## config.mk

```make
export PLATFORM = sky130hd
export DESIGN_NAME = ixa_index_adder
export DESIGN_NICKNAME = d
export VERILOG_FILES = /design/src/ixa_gates.v /design/src/ixa_adder.v /design/src/ixa_index_adder.v
export VERILOG_INCLUDE_DIRS = /design/src
export SDC_FILE = /design/constraint.sdc
export NUM_CORES = 1
export LEC_CHECK = 0
export BUFFER_PORTS_ARGS = -buffer_cell sky130_fd_sc_hd__buf_4
export CORE_ASPECT_RATIO = 1.25
export CORE_MARGIN = 10
export CORE_UTILIZATION = 54
export CTS_CLUSTER_SIZE = 10
export DETAILED_ROUTE_END_ITERATION = 10
export GPL_TIMING_DRIVEN = 0
export PLACE_DENSITY = 0.73
export SYNTH_ARGS = -nofsm -noshare
export SYNTH_HDL_FRONTEND = slang
export SYNTH_SLANG_ARGS = --single-unit
```

## constraint.sdc

```tcl
create_clock -name aclk -period 3.05 [get_ports aclk]
set_input_delay 0.1525 -clock aclk [delete_from_list [all_inputs] [get_ports aclk]]
set_output_delay 0.1525 -clock aclk [all_outputs]
set_load 0.05 [all_outputs]
```

## src/ixa_defines.vh

```
// Purpose: Shared constants for the index address adder block
// Assumes: 32-bit AXI4-Lite register bus, 15-bit adder datapath
// Notes:   Bit 0 of every 15-bit vector is adder position 17, bit 14 is position 3
`ifndef IXA_DEFINES_VH
`define IXA_DEFINES_VH
// ----------------------------------------
// Datapath geometry
// ----------------------------------------
`define IXA_W          15
`define IXA_GRP        5
`define IXA_TOP        14
`define IXA_NEXT       13
// ----------------------------------------
// Register byte offsets
// ----------------------------------------
`define IXA_OFF_CMD    8'h00
`define IXA_OFF_PROG   8'h04
`define IXA_OFF_ADDR   8'h08
`define IXA_OFF_BKUP   8'h0c
`define IXA_OFF_SRADR  8'h10
`define IXA_OFF_SRDEC  8'h14
`define IXA_OFF_SC     8'h18
`define IXA_OFF_TAG    8'h1c
`define IXA_OFF_XR1    8'h20
`define IXA_OFF_XR2    8'h24
`define IXA_OFF_XR4    8'h28
`define IXA_OFF_MODE   8'h2c
`define IXA_OFF_STAT   8'h30
`define IXA_OFF_LATCH  8'h34
`define IXA_OFF_OVL    8'h38
// ----------------------------------------
// Command fields, operations, sources, destinations
// ----------------------------------------
`define IXA_CMD_OP     2:0
`define IXA_CMD_SRC    6:4
`define IXA_CMD_DST    11:8
`define IXA_CMD_BITS   12
`define IXA_OP_ADDMOD  3'h0
`define IXA_OP_INC     3'h1
`define IXA_OP_DEC     3'h2
`define IXA_OP_PASS    3'h3
`define IXA_OP_XTEST   3'h4
`define IXA_OP_CONV    3'h5
`define IXA_DST_NONE   4'h0
`define IXA_DST_INDEX  4'h1
`define IXA_DST_PROG   4'h2
`define IXA_DST_ADDR   4'h3
`define IXA_DST_BKUP   4'h4
`define IXA_DST_SRDEC  4'h5
`define IXA_DST_SRADR  4'h6
`define IXA_DST_SC     4'h7
`define IXA_DST_OVL    4'h8
// ----------------------------------------
// Mode, status and bus response codes
// ----------------------------------------
`define IXA_MODE_COMPAT 0
`define IXA_MODE_BIGMEM 1
`define IXA_RESP_OKAY  2'h0
`define IXA_RESP_SLVERR 2'h2
`endif

```

## src/ixa_gates.v

```verilog
// Purpose: Operand gating for the index adder (A six-way select, B terms, carry)
// Assumes: Controller enables at most one A source and one B source at a time
// Notes:   Purely combinational
`timescale 1ns/100ps
`include "ixa_defines.vh"
module ixa_gates #(
  parameter W = `IXA_W
) (
  // Control
  input  wire         gate,
  input  wire [2:0]   op,
  input  wire [2:0]   src,
  input  wire         tag_zero,
  // Source registers
  input  wire [W-1:0] prog_cnt,
  input  wire [W-1:0] addr_reg,
  input  wire [W-1:0] backup,
  input  wire [W-1:0] sradr,
  input  wire [W-1:0] srdec,
  input  wire [W-1:0] index_sel,
  input  wire [W-1:0] sc,
  // Adder operands
  output wire [W-1:0] a_in,
  output reg  [W-1:0] b_data,
  output reg  [W-1:0] b_force,
  output reg          cin
);
  wire [5:0] src_hot = gate ? (6'h01 << src) : 6'h00;
  genvar i;
  generate
    for (i = 0; i < W; i = i + 1) begin : g_asel
      wire [5:0] v = {index_sel[i], srdec[i], sradr[i], backup[i], addr_reg[i], prog_cnt[i]};
      assign a_in[i] = |(v & src_hot);
    end
  endgenerate

  always @* begin
    b_data  = {W{1'b0}};
    b_force = {W{1'b0}};
    cin     = 1'b0;
    if (gate) begin
      case (op)
        `IXA_OP_ADDMOD: begin
          cin = 1'b1;
          if (tag_zero) begin
            b_force = {W{1'b1}};
          end else begin
            b_data = ~index_sel;
          end
        end
        `IXA_OP_INC:   b_force = {{(W-1){1'b0}}, 1'b1};
        `IXA_OP_DEC:   b_force = {W{1'b1}};
        `IXA_OP_XTEST: begin
          b_data = ~index_sel;
          cin    = 1'b1;
        end
        `IXA_OP_CONV:  b_data = sc;
        default:       b_data = {W{1'b0}};
      endcase
    end
  end
endmodule // ixa_gates

```

## src/ixa_adder.v

```verilog
// Purpose: 15-position index adder, three 5-position lookahead groups
// Assumes: Only one B term is active at a time
// Notes:   Group carries are flat sums of products, no ripple between groups
`timescale 1ns/100ps
`include "ixa_defines.vh"
module ixa_adder #(
  parameter W = `IXA_W,
  parameter G = `IXA_GRP
) (
  // Operands
  input  wire [W-1:0] a,
  input  wire [W-1:0] b_data,
  input  wire [W-1:0] b_force,
  input  wire         cin,
  // Mode
  input  wire         compat,
  input  wire         bigmem,
  // Result
  output wire [W-1:0] sum,
  output wire         carry3
);
  wire [W-1:0] b = b_data | b_force;
  wire [W-1:0] g = a & b;
  wire [W-1:0] blk = {compat, compat & bigmem, {(W-2){1'b0}}};
  wire [W-1:0] p = a | b_data | b_force | blk;
  wire [2:0] gg;
  wire [2:0] gp;
  wire [2:0] gc;
  wire [W-1:0] c;

  // Carry into each bit of a group from that group's own inputs and its carry-in ci
  function [G-1:0] grp_carry(input [G-1:0] gi, input [G-1:0] pi, input ci);
    integer k;
    integer j;
    reg acc;
    reg pr;
    begin
      for (k = 0; k < G; k = k + 1) begin
        pr  = ci;
        acc = 1'b0;
        for (j = 0; j < k; j = j + 1) begin
          acc = (acc & pi[j]) | gi[j];
          pr  = pr & pi[j];
        end
        grp_carry[k] = acc | pr;
      end
    end
  endfunction

  genvar n;
  generate
    for (n = 0; n < 3; n = n + 1) begin : g_grp
      wire [G-1:0] gs = g[n*G +: G];
      wire [G-1:0] ps = p[n*G +: G];
      wire [G-1:0] ct = grp_carry(gs, ps, 1'b0);
      assign gp[n] = &ps;
      assign gg[n] = gs[G-1] | (ps[G-1] & ct[G-1]);
      assign c[n*G +: G] = grp_carry(gs, ps, gc[n]);
    end
  endgenerate

  assign gc[0] = cin;
  assign gc[1] = gg[0] | (gp[0] & cin);
  assign gc[2] = gg[1] | (gp[1] & gg[0]) | (gp[1] & gp[0] & cin);
  assign carry3 = gg[2] | (gp[2] & gg[1]) | (gp[2] & gp[1] & gg[0])
                | (gp[2] & gp[1] & gp[0] & cin);
  assign sum = ((a ^ b) ^ c) & ~blk;
endmodule // ixa_adder

```

## src/ixa_index_adder.v

```verilog
// Purpose: Index adder unit with holding latch, destination triggers, AXI4-Lite
// Assumes: Single clock aclk, synchronous active-low reset aresetn
// Notes:   A command write gates operands one cycle later; the latch copies
//          the sum every edge and the destination loads on the edge after.
//
// Local design decisions: the register offsets and the AXI4-Lite register port.
`timescale 1ns/100ps
`include "ixa_defines.vh"
module ixa_index_adder #(
  parameter AW = 8,
  parameter W  = `IXA_W
) (
  // Clock and reset
  input  wire          aclk,
  input  wire          aresetn,
  // AXI4-Lite write address
  input  wire [AW-1:0] s_axi_awaddr,
  input  wire [2:0]    s_axi_awprot,
  input  wire          s_axi_awvalid,
  output reg           s_axi_awready,
  // AXI4-Lite write data
  input  wire [31:0]   s_axi_wdata,
  input  wire [3:0]    s_axi_wstrb,
  input  wire          s_axi_wvalid,
  output reg           s_axi_wready,
  // AXI4-Lite write response
  output reg  [1:0]    s_axi_bresp,
  output reg           s_axi_bvalid,
  input  wire          s_axi_bready,
  // AXI4-Lite read address
  input  wire [AW-1:0] s_axi_araddr,
  input  wire [2:0]    s_axi_arprot,
  input  wire          s_axi_arvalid,
  output reg           s_axi_arready,
  // AXI4-Lite read data
  output reg  [31:0]   s_axi_rdata,
  output reg  [1:0]    s_axi_rresp,
  output reg           s_axi_rvalid,
  input  wire          s_axi_rready,
  // Second memory address toward the even/odd switch
  output reg  [W-1:0]  memory_addr_switch_addr,
  output reg           memory_addr_switch_valid
);
  // ----------------------------------------
  // State
  // ----------------------------------------
  reg [AW-1:0] awaddr_r;
  reg          aw_got_r;
  reg [31:0]   wdata_r;
  reg [3:0]    wstrb_r;
  reg          w_got_r;
  reg [W-1:0]  program_counter_r;
  reg [W-1:0]  address_register_r;
  reg [W-1:0]  instruction_backup_reg_r;
  reg [W-1:0]  storage_register_adr_r;
  reg [W-1:0]  storage_register_dec_r;
  reg [W-1:0]  shift_counter_r;
  reg [2:0]    tag_r;
  reg [W-1:0]  index_reg1_r;
  reg [W-1:0]  index_reg2_r;
  reg [W-1:0]  index_reg4_r;
  reg [1:0]    mode_r;
  reg [`IXA_CMD_BITS-1:0] cmd_r;
  reg          gate_r;
  reg [W-1:0]  index_sum_holding_latch_r;
  reg          carry3_r;
  reg [3:0]    trig_r;
  reg [3:0]    pend_r;
  reg [31:0]   rd_data;
  reg          rd_ok;
  reg          wr_ok;
  reg [3:0]    trig_nxt;
  reg [3:0]    pend_nxt;

  wire         wr_en = aw_got_r & w_got_r & ~s_axi_bvalid;
  wire [W-1:0] index_sel = ({W{tag_r[0]}} & index_reg1_r)
                         | ({W{tag_r[1]}} & index_reg2_r)
                         | ({W{tag_r[2]}} & index_reg4_r);
  wire [3:0]   dst = cmd_r[`IXA_CMD_DST];
  wire [W-1:0] a_in;
  wire [W-1:0] b_data;
  wire [W-1:0] b_force;
  wire         cin;
  wire [W-1:0] sum;
  wire         carry3;

  // Byte lanes of a write; lanes whose strobe is low keep the old bits
  wire [31:0]  wr_mask = {{8{wstrb_r[3]}}, {8{wstrb_r[2]}}, {8{wstrb_r[1]}}, {8{wstrb_r[0]}}};
  wire [31:0]  wr_bits = wdata_r & wr_mask;

  // ----------------------------------------
  // Datapath
  // ----------------------------------------
  // Command register holds one source and one B term per pass
  ixa_gates #(
    .W (W)
  ) u_gates (
    .gate     (gate_r),
    .op       (cmd_r[`IXA_CMD_OP]),
    .src      (cmd_r[`IXA_CMD_SRC]),
    .tag_zero (tag_r == 3'h0),
    .prog_cnt (program_counter_r),
    .addr_reg (address_register_r),
    .backup   (instruction_backup_reg_r),
    .sradr    (storage_register_adr_r),
    .srdec    (storage_register_dec_r),
    .index_sel (index_sel),
    .sc       (shift_counter_r),
    .a_in     (a_in),
    .b_data   (b_data),
    .b_force  (b_force),
    .cin      (cin)
  );

  ixa_adder #(
    .W (W)
  ) u_index_adder (
    .a       (a_in),
    .b_data  (b_data),
    .b_force (b_force),
    .cin     (cin),
    .compat  (mode_r[`IXA_MODE_COMPAT]),
    .bigmem  (mode_r[`IXA_MODE_BIGMEM]),
    .sum     (sum),
    .carry3  (carry3)
  );

  // Destination decode: triggers for trigger-built registers, codes for direct paths
  always @* begin
    trig_nxt = 4'h0;
    pend_nxt = `IXA_DST_NONE;
    if (gate_r) begin
      case (dst)
        `IXA_DST_INDEX: trig_nxt = 4'h1;
        `IXA_DST_PROG:  trig_nxt = 4'h2;
        `IXA_DST_ADDR:  trig_nxt = 4'h4;
        `IXA_DST_BKUP:  trig_nxt = 4'h8;
        default:      pend_nxt = dst;
      endcase
    end
  end

  // ----------------------------------------
  // Latch, triggers and register file
  // ----------------------------------------
  always @(posedge aclk) begin
    if (!aresetn) begin
      index_sum_holding_latch_r <= {W{1'b0}};
      carry3_r                  <= 1'b0;
      trig_r                    <= 4'h0;
      pend_r                    <= `IXA_DST_NONE;
      gate_r                    <= 1'b0;
      cmd_r                     <= {`IXA_CMD_BITS{1'b0}};
      program_counter_r         <= {W{1'b0}};
      address_register_r        <= {W{1'b0}};
      instruction_backup_reg_r  <= {W{1'b0}};
      storage_register_adr_r    <= {W{1'b0}};
      storage_register_dec_r    <= {W{1'b0}};
      shift_counter_r           <= {W{1'b0}};
      tag_r                     <= 3'h0;
      index_reg1_r              <= {W{1'b0}};
      index_reg2_r              <= {W{1'b0}};
      index_reg4_r              <= {W{1'b0}};
      mode_r                    <= 2'h0;
      memory_addr_switch_addr   <= {W{1'b0}};
      memory_addr_switch_valid  <= 1'b0;
    end else begin
      // Free-running copy; no enable so back-to-back passes stay in step
      index_sum_holding_latch_r <= sum;
      carry3_r                  <= carry3;
      trig_r                    <= trig_nxt;
      pend_r                    <= pend_nxt;
      gate_r                    <= 1'b0;
      memory_addr_switch_valid  <= 1'b0;
      // Gating line is gone by now, so the triggers pick the receiver
      if (trig_r[0]) begin
        if (tag_r[0]) index_reg1_r <= index_sum_holding_latch_r;
        if (tag_r[1]) index_reg2_r <= index_sum_holding_latch_r;
        if (tag_r[2]) index_reg4_r <= index_sum_holding_latch_r;
      end
      if (trig_r[1]) program_counter_r <= index_sum_holding_latch_r;
      if (trig_r[2]) address_register_r <= index_sum_holding_latch_r;
      if (trig_r[3]) instruction_backup_reg_r <= index_sum_holding_latch_r;
      case (pend_r)
        `IXA_DST_SRDEC: storage_register_dec_r <= index_sum_holding_latch_r;
        `IXA_DST_SRADR: storage_register_adr_r <= index_sum_holding_latch_r;
        `IXA_DST_SC:    shift_counter_r <= index_sum_holding_latch_r;
        `IXA_DST_OVL: begin
          memory_addr_switch_addr  <= index_sum_holding_latch_r;
          memory_addr_switch_valid <= 1'b1;
        end
        default: ;
      endcase
      // Software write last, so it wins over a hardware load in the same cycle
      if (wr_en) begin
        case (awaddr_r)
          `IXA_OFF_CMD: begin
            cmd_r  <= (cmd_r & ~wr_mask[`IXA_CMD_BITS-1:0])
                      | wr_bits[`IXA_CMD_BITS-1:0];
            gate_r <= 1'b1;
          end
          `IXA_OFF_PROG:
            program_counter_r <= (program_counter_r & ~wr_mask[W-1:0])
                                 | wr_bits[W-1:0];
          `IXA_OFF_ADDR:
            address_register_r <= (address_register_r & ~wr_mask[W-1:0])
                                  | wr_bits[W-1:0];
          `IXA_OFF_BKUP:
            instruction_backup_reg_r <= (instruction_backup_reg_r & ~wr_mask[W-1:0])
                                        | wr_bits[W-1:0];
          `IXA_OFF_SRADR:
            storage_register_adr_r <= (storage_register_adr_r & ~wr_mask[W-1:0])
                                      | wr_bits[W-1:0];
          `IXA_OFF_SRDEC:
            storage_register_dec_r <= (storage_register_dec_r & ~wr_mask[W-1:0])
                                      | wr_bits[W-1:0];
          `IXA_OFF_SC:
            shift_counter_r <= (shift_counter_r & ~wr_mask[W-1:0])
                               | wr_bits[W-1:0];
          `IXA_OFF_TAG:
            tag_r <= (tag_r & ~wr_mask[2:0]) | wr_bits[2:0];
          `IXA_OFF_XR1:
            index_reg1_r <= (index_reg1_r & ~wr_mask[W-1:0]) | wr_bits[W-1:0];
          `IXA_OFF_XR2:
            index_reg2_r <= (index_reg2_r & ~wr_mask[W-1:0]) | wr_bits[W-1:0];
          `IXA_OFF_XR4:
            index_reg4_r <= (index_reg4_r & ~wr_mask[W-1:0]) | wr_bits[W-1:0];
          `IXA_OFF_MODE:
            mode_r <= (mode_r & ~wr_mask[1:0]) | wr_bits[1:0];
          default: ;
        endcase
      end
    end
  end

  // ----------------------------------------
  // Write channel slave
  // ----------------------------------------
  always @* begin
    case (awaddr_r)
      `IXA_OFF_CMD, `IXA_OFF_PROG, `IXA_OFF_ADDR, `IXA_OFF_BKUP,
      `IXA_OFF_SRADR, `IXA_OFF_SRDEC, `IXA_OFF_SC, `IXA_OFF_TAG,
      `IXA_OFF_XR1, `IXA_OFF_XR2, `IXA_OFF_XR4, `IXA_OFF_MODE: wr_ok = 1'b1;
      default: wr_ok = 1'b0;
    endcase
  end

  always @(posedge aclk) begin
    if (!aresetn) begin
      s_axi_awready <= 1'b0;
      s_axi_wready  <= 1'b0;
      s_axi_bvalid  <= 1'b0;
      s_axi_bresp   <= `IXA_RESP_OKAY;
      aw_got_r      <= 1'b0;
      w_got_r       <= 1'b0;
      awaddr_r      <= {AW{1'b0}};
      wdata_r       <= 32'h00000000;
      wstrb_r       <= 4'h0;
    end else begin
      if (s_axi_awvalid && s_axi_awready) begin
        awaddr_r      <= s_axi_awaddr;
        aw_got_r      <= 1'b1;
        s_axi_awready <= 1'b0;
      end else if (!aw_got_r && !s_axi_bvalid) begin
        s_axi_awready <= 1'b1;
      end
      if (s_axi_wvalid && s_axi_wready) begin
        wdata_r      <= s_axi_wdata;
        wstrb_r      <= s_axi_wstrb;
        w_got_r      <= 1'b1;
        s_axi_wready <= 1'b0;
      end else if (!w_got_r && !s_axi_bvalid) begin
        s_axi_wready <= 1'b1;
      end
      if (wr_en) begin
        aw_got_r     <= 1'b0;
        w_got_r      <= 1'b0;
        s_axi_bvalid <= 1'b1;
        s_axi_bresp  <= wr_ok ? `IXA_RESP_OKAY : `IXA_RESP_SLVERR;
      end else if (s_axi_bvalid && s_axi_bready) begin
        s_axi_bvalid <= 1'b0;
      end
    end
  end

  // ----------------------------------------
  // Read channel slave
  // ----------------------------------------
  always @* begin
    rd_ok   = 1'b1;
    rd_data = 32'h00000000;
    case (s_axi_araddr)
      `IXA_OFF_CMD:   rd_data = {20'h00000, cmd_r};
      `IXA_OFF_PROG:  rd_data = {17'h00000, program_counter_r};
      `IXA_OFF_ADDR:  rd_data = {17'h00000, address_register_r};
      `IXA_OFF_BKUP:  rd_data = {17'h00000, instruction_backup_reg_r};
      `IXA_OFF_SRADR: rd_data = {17'h00000, storage_register_adr_r};
      `IXA_OFF_SRDEC: rd_data = {17'h00000, storage_register_dec_r};
      `IXA_OFF_SC:    rd_data = {17'h00000, shift_counter_r};
      `IXA_OFF_TAG:   rd_data = {29'h00000000, tag_r};
      `IXA_OFF_XR1:   rd_data = {17'h00000, index_reg1_r};
      `IXA_OFF_XR2:   rd_data = {17'h00000, index_reg2_r};
      `IXA_OFF_XR4:   rd_data = {17'h00000, index_reg4_r};
      `IXA_OFF_MODE:  rd_data = {30'h00000000, mode_r};
      `IXA_OFF_STAT:  rd_data = {22'h000000, pend_r, trig_r,
                                 gate_r | (|trig_r) | (|pend_r), carry3_r};
      `IXA_OFF_LATCH: rd_data = {17'h00000, index_sum_holding_latch_r};
      `IXA_OFF_OVL:   rd_data = {17'h00000, memory_addr_switch_addr};
      default:        rd_ok = 1'b0;
    endcase
  end

  always @(posedge aclk) begin
    if (!aresetn) begin
      s_axi_arready <= 1'b0;
      s_axi_rvalid  <= 1'b0;
      s_axi_rdata   <= 32'h00000000;
      s_axi_rresp   <= `IXA_RESP_OKAY;
    end else begin
      if (s_axi_arvalid && s_axi_arready) begin
        s_axi_arready <= 1'b0;
        s_axi_rvalid  <= 1'b1;
        s_axi_rdata   <= rd_data;
        s_axi_rresp   <= rd_ok ? `IXA_RESP_OKAY : `IXA_RESP_SLVERR;
      end else if (s_axi_rvalid && s_axi_rready) begin
        s_axi_rvalid  <= 1'b0;
        s_axi_arready <= 1'b1;
      end else if (!s_axi_rvalid) begin
        s_axi_arready <= 1'b1;
      end
    end
  end
endmodule // ixa_index_adder

```

==> flow_summary.json <==
{
  "outcome": "finished, violations left",
  "violations": "setup timing",
  "vias": 14600,
  "syn_area_um2": 12200,
  "drive_gt1_frac": 0.165,
  "leakage_nw": 5.46,
  "cts_root_buf": "clkbuf_16",
  "hold_path_class": "in2reg",
  "setup_violations": 8,
  "worstMarginPinSlew_ps": 1130,
  "post-synth-top-count-cell": "dfxtp_1",
  "criticalPathCategory": "reg2reg",
  "syn_avg_cell_area_um2": 7.85,
  "worst_slack_ps": -168,
  "start_util": 0.549,
  "power-per-cell-area_nw_per_um2": 444,
  "synth_edf_count": 0,
  "synthTopCellsByCount": "dfxtp_1 (242), nor2_1 (211), nand2_1 (143), o21ai_0 (118), a21oi_1 (107)",
  "dieArea_um2": 29000,
  "ant_nets": 0,
  "hold_path_end": "s_axi_rresp[1]",
  "hold_start": "s_axi_araddr[0]",
  "vias_per_cell": 7.14,
  "rsz0062_at_grt": "yes",
  "io_pins": 122,
  "grtUsageTotal": 0.379,
  "cts_made_buffers": 28,
  "critPathMostFrequentCell": "buf_6",
  "gp_congestion": 1.06,
  "slew_headroom": 0.244,
  "arrival_ps": 3670,
  "fmaxAchievable_mhz": 311,
  "r2r_end": "index_sum_holding_latch_r[14]",
  "hpwlAfterDp_um": 42700,
  "io_buffers": 76,
  "synth_ff_type": "dfxtp_1",
  "synth_top_area_frac": 0.397,
  "worstPathMaxFanout": 10,
  "r2r_cells": 12,
  "synthesis.instances": 1553,
  "cts_sinks": 242,
  "slowest_stage": "or4_4",
  "h-tree-depth": 1,
  "crit_chain": "buf_6 > or4_4 > buf_6 > buf_8 > a32oi_1 > o21ai_1 > ha_2 > o32a_1 > o22ai_2 > a31oi_4 > o311a_1 > a2111oi_2",
  "drcViolationCount": 0,
  "area_growth_pct": 23.8,
  "postPlaceCellArea_um2": 13200,
  "die_h_um": 188,
  "wire_per_inst_um": 29.1,
  "dr.pass1.iters": 10,
  "grt_pass1_vias": 13800,
  "antennaDiodeCount": 0,
  "drt_wl_total_um": 59400,
  "critPathCaptureType": "flop",
  "insertion_delay_ps": 560,
  "clk_path_buf_depth": 3,
  "finalCritPeriodShare": 1.06,
  "grt_max_degree": 14,
  "ys_seq_elements": 242,
  "cp-start-kind": "flop",
  "synthArstFlopShare": 0,
  "finalMaxSlewViolations": 0,
  "floorplan.rows": 61,
  "utilization": 0.680,
  "cts_tree": "done",
  "cp.required_ps": 3500,
  "holdPathStages": 5,
  "drt_iter0_markers": 2362,
  "gr-total-overflow": 0,
  "skew_ps": 12.2,
  "fillers": 1850,
  "die_w_um": 154,
  "clk_pin_slew_ps": 60,
  "ir_worst_vdd_v": 0.000514,
  "ys_seq_area_frac": 0.397,
  "antenna_found_initial": 0,
  "min_period_ps": 3220,
  "final_hold_viol_count": 0,
  "final_net_count": 1834,
  "max_stage_delay_ps": 540,
  "ys_types": 79,
  "grt_pass1_wl_um": 85500,
  "finalInstanceArea_um2": 15100,
  "core-area_um2": 22200,
  "drv_cap": 0,
  "yosys_warnings": 0,
  "synth_area_leaders": "dfxtp_1 (40%), nor2_1 (6.5%), o22ai_1 (5.4%), o21ai_0 (4.8%), nand2_1 (4.4%)",
  "synth_top_area_cell": "dfxtp_1",
  "rrSetupSlack_ps": -170
}
-- critical path: cells and delay by family (launching register included) --
kind                       cells  cell delay, ps
adders and majority gates      1             250
and+or+nand+nor                1             540
buffers and inverters          3             440
DFF                            1             300
AOI/OAI and AO/OA              7            1580
-- routing by layer --
| layer | vias to the layer above | routed length (µm) | track usage |
|---|---|---|---|
| li1 | 6116 | - | - |
| met1 | 6841 | 19600 | 0.428 |
| met2 | 1237 | 27000 | 0.620 |
| met3 | 379 | 6720 | 0.0698 |
| met4 | 0 | 6010 | 0.291 |
| met5 | - | 0 | 0 |
-- layout by cell type, fill, tap and decap left out, drive strengths merged, types with 21 or more instances in the layout --
cell type,n
dfxtp,242
nor2,213
buf,170
nand2,143
o21ai,139
clkbuf,130
o22ai,108
a21oi,107
a22oi,61
nor3,57
nand3,49
a222oi,33
dlygate4sd3,30
inv,24
mux2i,22
nand2b,21
-- area by class of cell --
| cell class | count | area, µm² | area share |
|---|---|---|---|
| Tap cell | 283 | 354 | 0.0235 |
| Inverter | 24 | 90.1 | 0.00597 |
| Sequential cell | 242 | 4850 | 0.322 |
| Multi-Input combinational cell | 1162 | 7040 | 0.466 |
| Clock inverter | 1 | 5.00 | 0.000332 |
| Buffer | 142 | 762 | 0.0505 |
| Clock buffer | 34 | 744 | 0.0493 |
| Timing Repair Buffer | 154 | 1250 | 0.0825 |
-- worst max-delay path by stage --
stage,cells after the start,end,slack [ps],from
detailed placement,11,index_sum_holding_latch_r[14],-940,flop
global route,12,index_sum_holding_latch_r[14],-210,flop
floorplan,12,index_sum_holding_latch_r[14],10,flop
CTS,12,index_sum_holding_latch_r[14],-60,flop
finish,12,index_sum_holding_latch_r[14],-170,flop
global placement,11,index_sum_holding_latch_r[14],-930,flop
-- power by group --
group / internal, mW / leakage, nW / switching (mW)
Clock: 1.68 / 0.367 / 1.33
Sequential: 3.19 / 1.96 / 0.0368
Combinational: 0.146 / 3.14 / 0.333
-- cells by family (layout without fill, tap and decap cells) --
family	Yosys count	in the layout	synth area share
AO/OA/AOI/OAI	538	538	0.291
XOR/XNOR	10	10	0.00718
adder cells (fa/ha/maj)	15	15	0.0154
buffers and inverters	167	355	0.0602
flip-flops	242	242	0.397
multiplexers	23	23	0.0190
other	1	19	0.000307
AND/OR/NAND/NOR	557	557	0.210
-- per-stage QoR --
stage | setup WS (ps) | power, mW | TNS [ps] | hold slack (ps) | cells
6_report | -168 | 6.71 | -581 | 29.2 | 2042
3_3_place_gp | -934 | 3.69 | -5700 | 399 | 1930
3_5_place_dp | -940 | 3.70 | -7670 | 410 | 1930
5_1_grt | -214 | 6.82 | -1200 | 57.0 | 2042
4_1_cts | -64.0 | 6.64 | -129 | 7.45 | 2021
2_1_floorplan | 14.7 | 3.54 | 0 | 288 | 1571
-- what timing repair did --
item | in CTS | in global routing
buffers inserted | 27 | 21
endpoints found under the hold margin | 29 | 0
pin swaps | 23 | 28
setup endpoints to repair | 37 | 117
hold buffers | 30 | 0
gates resized for setup | 69 | 62
No activity file was read; power rests on OpenSTA's default activity.
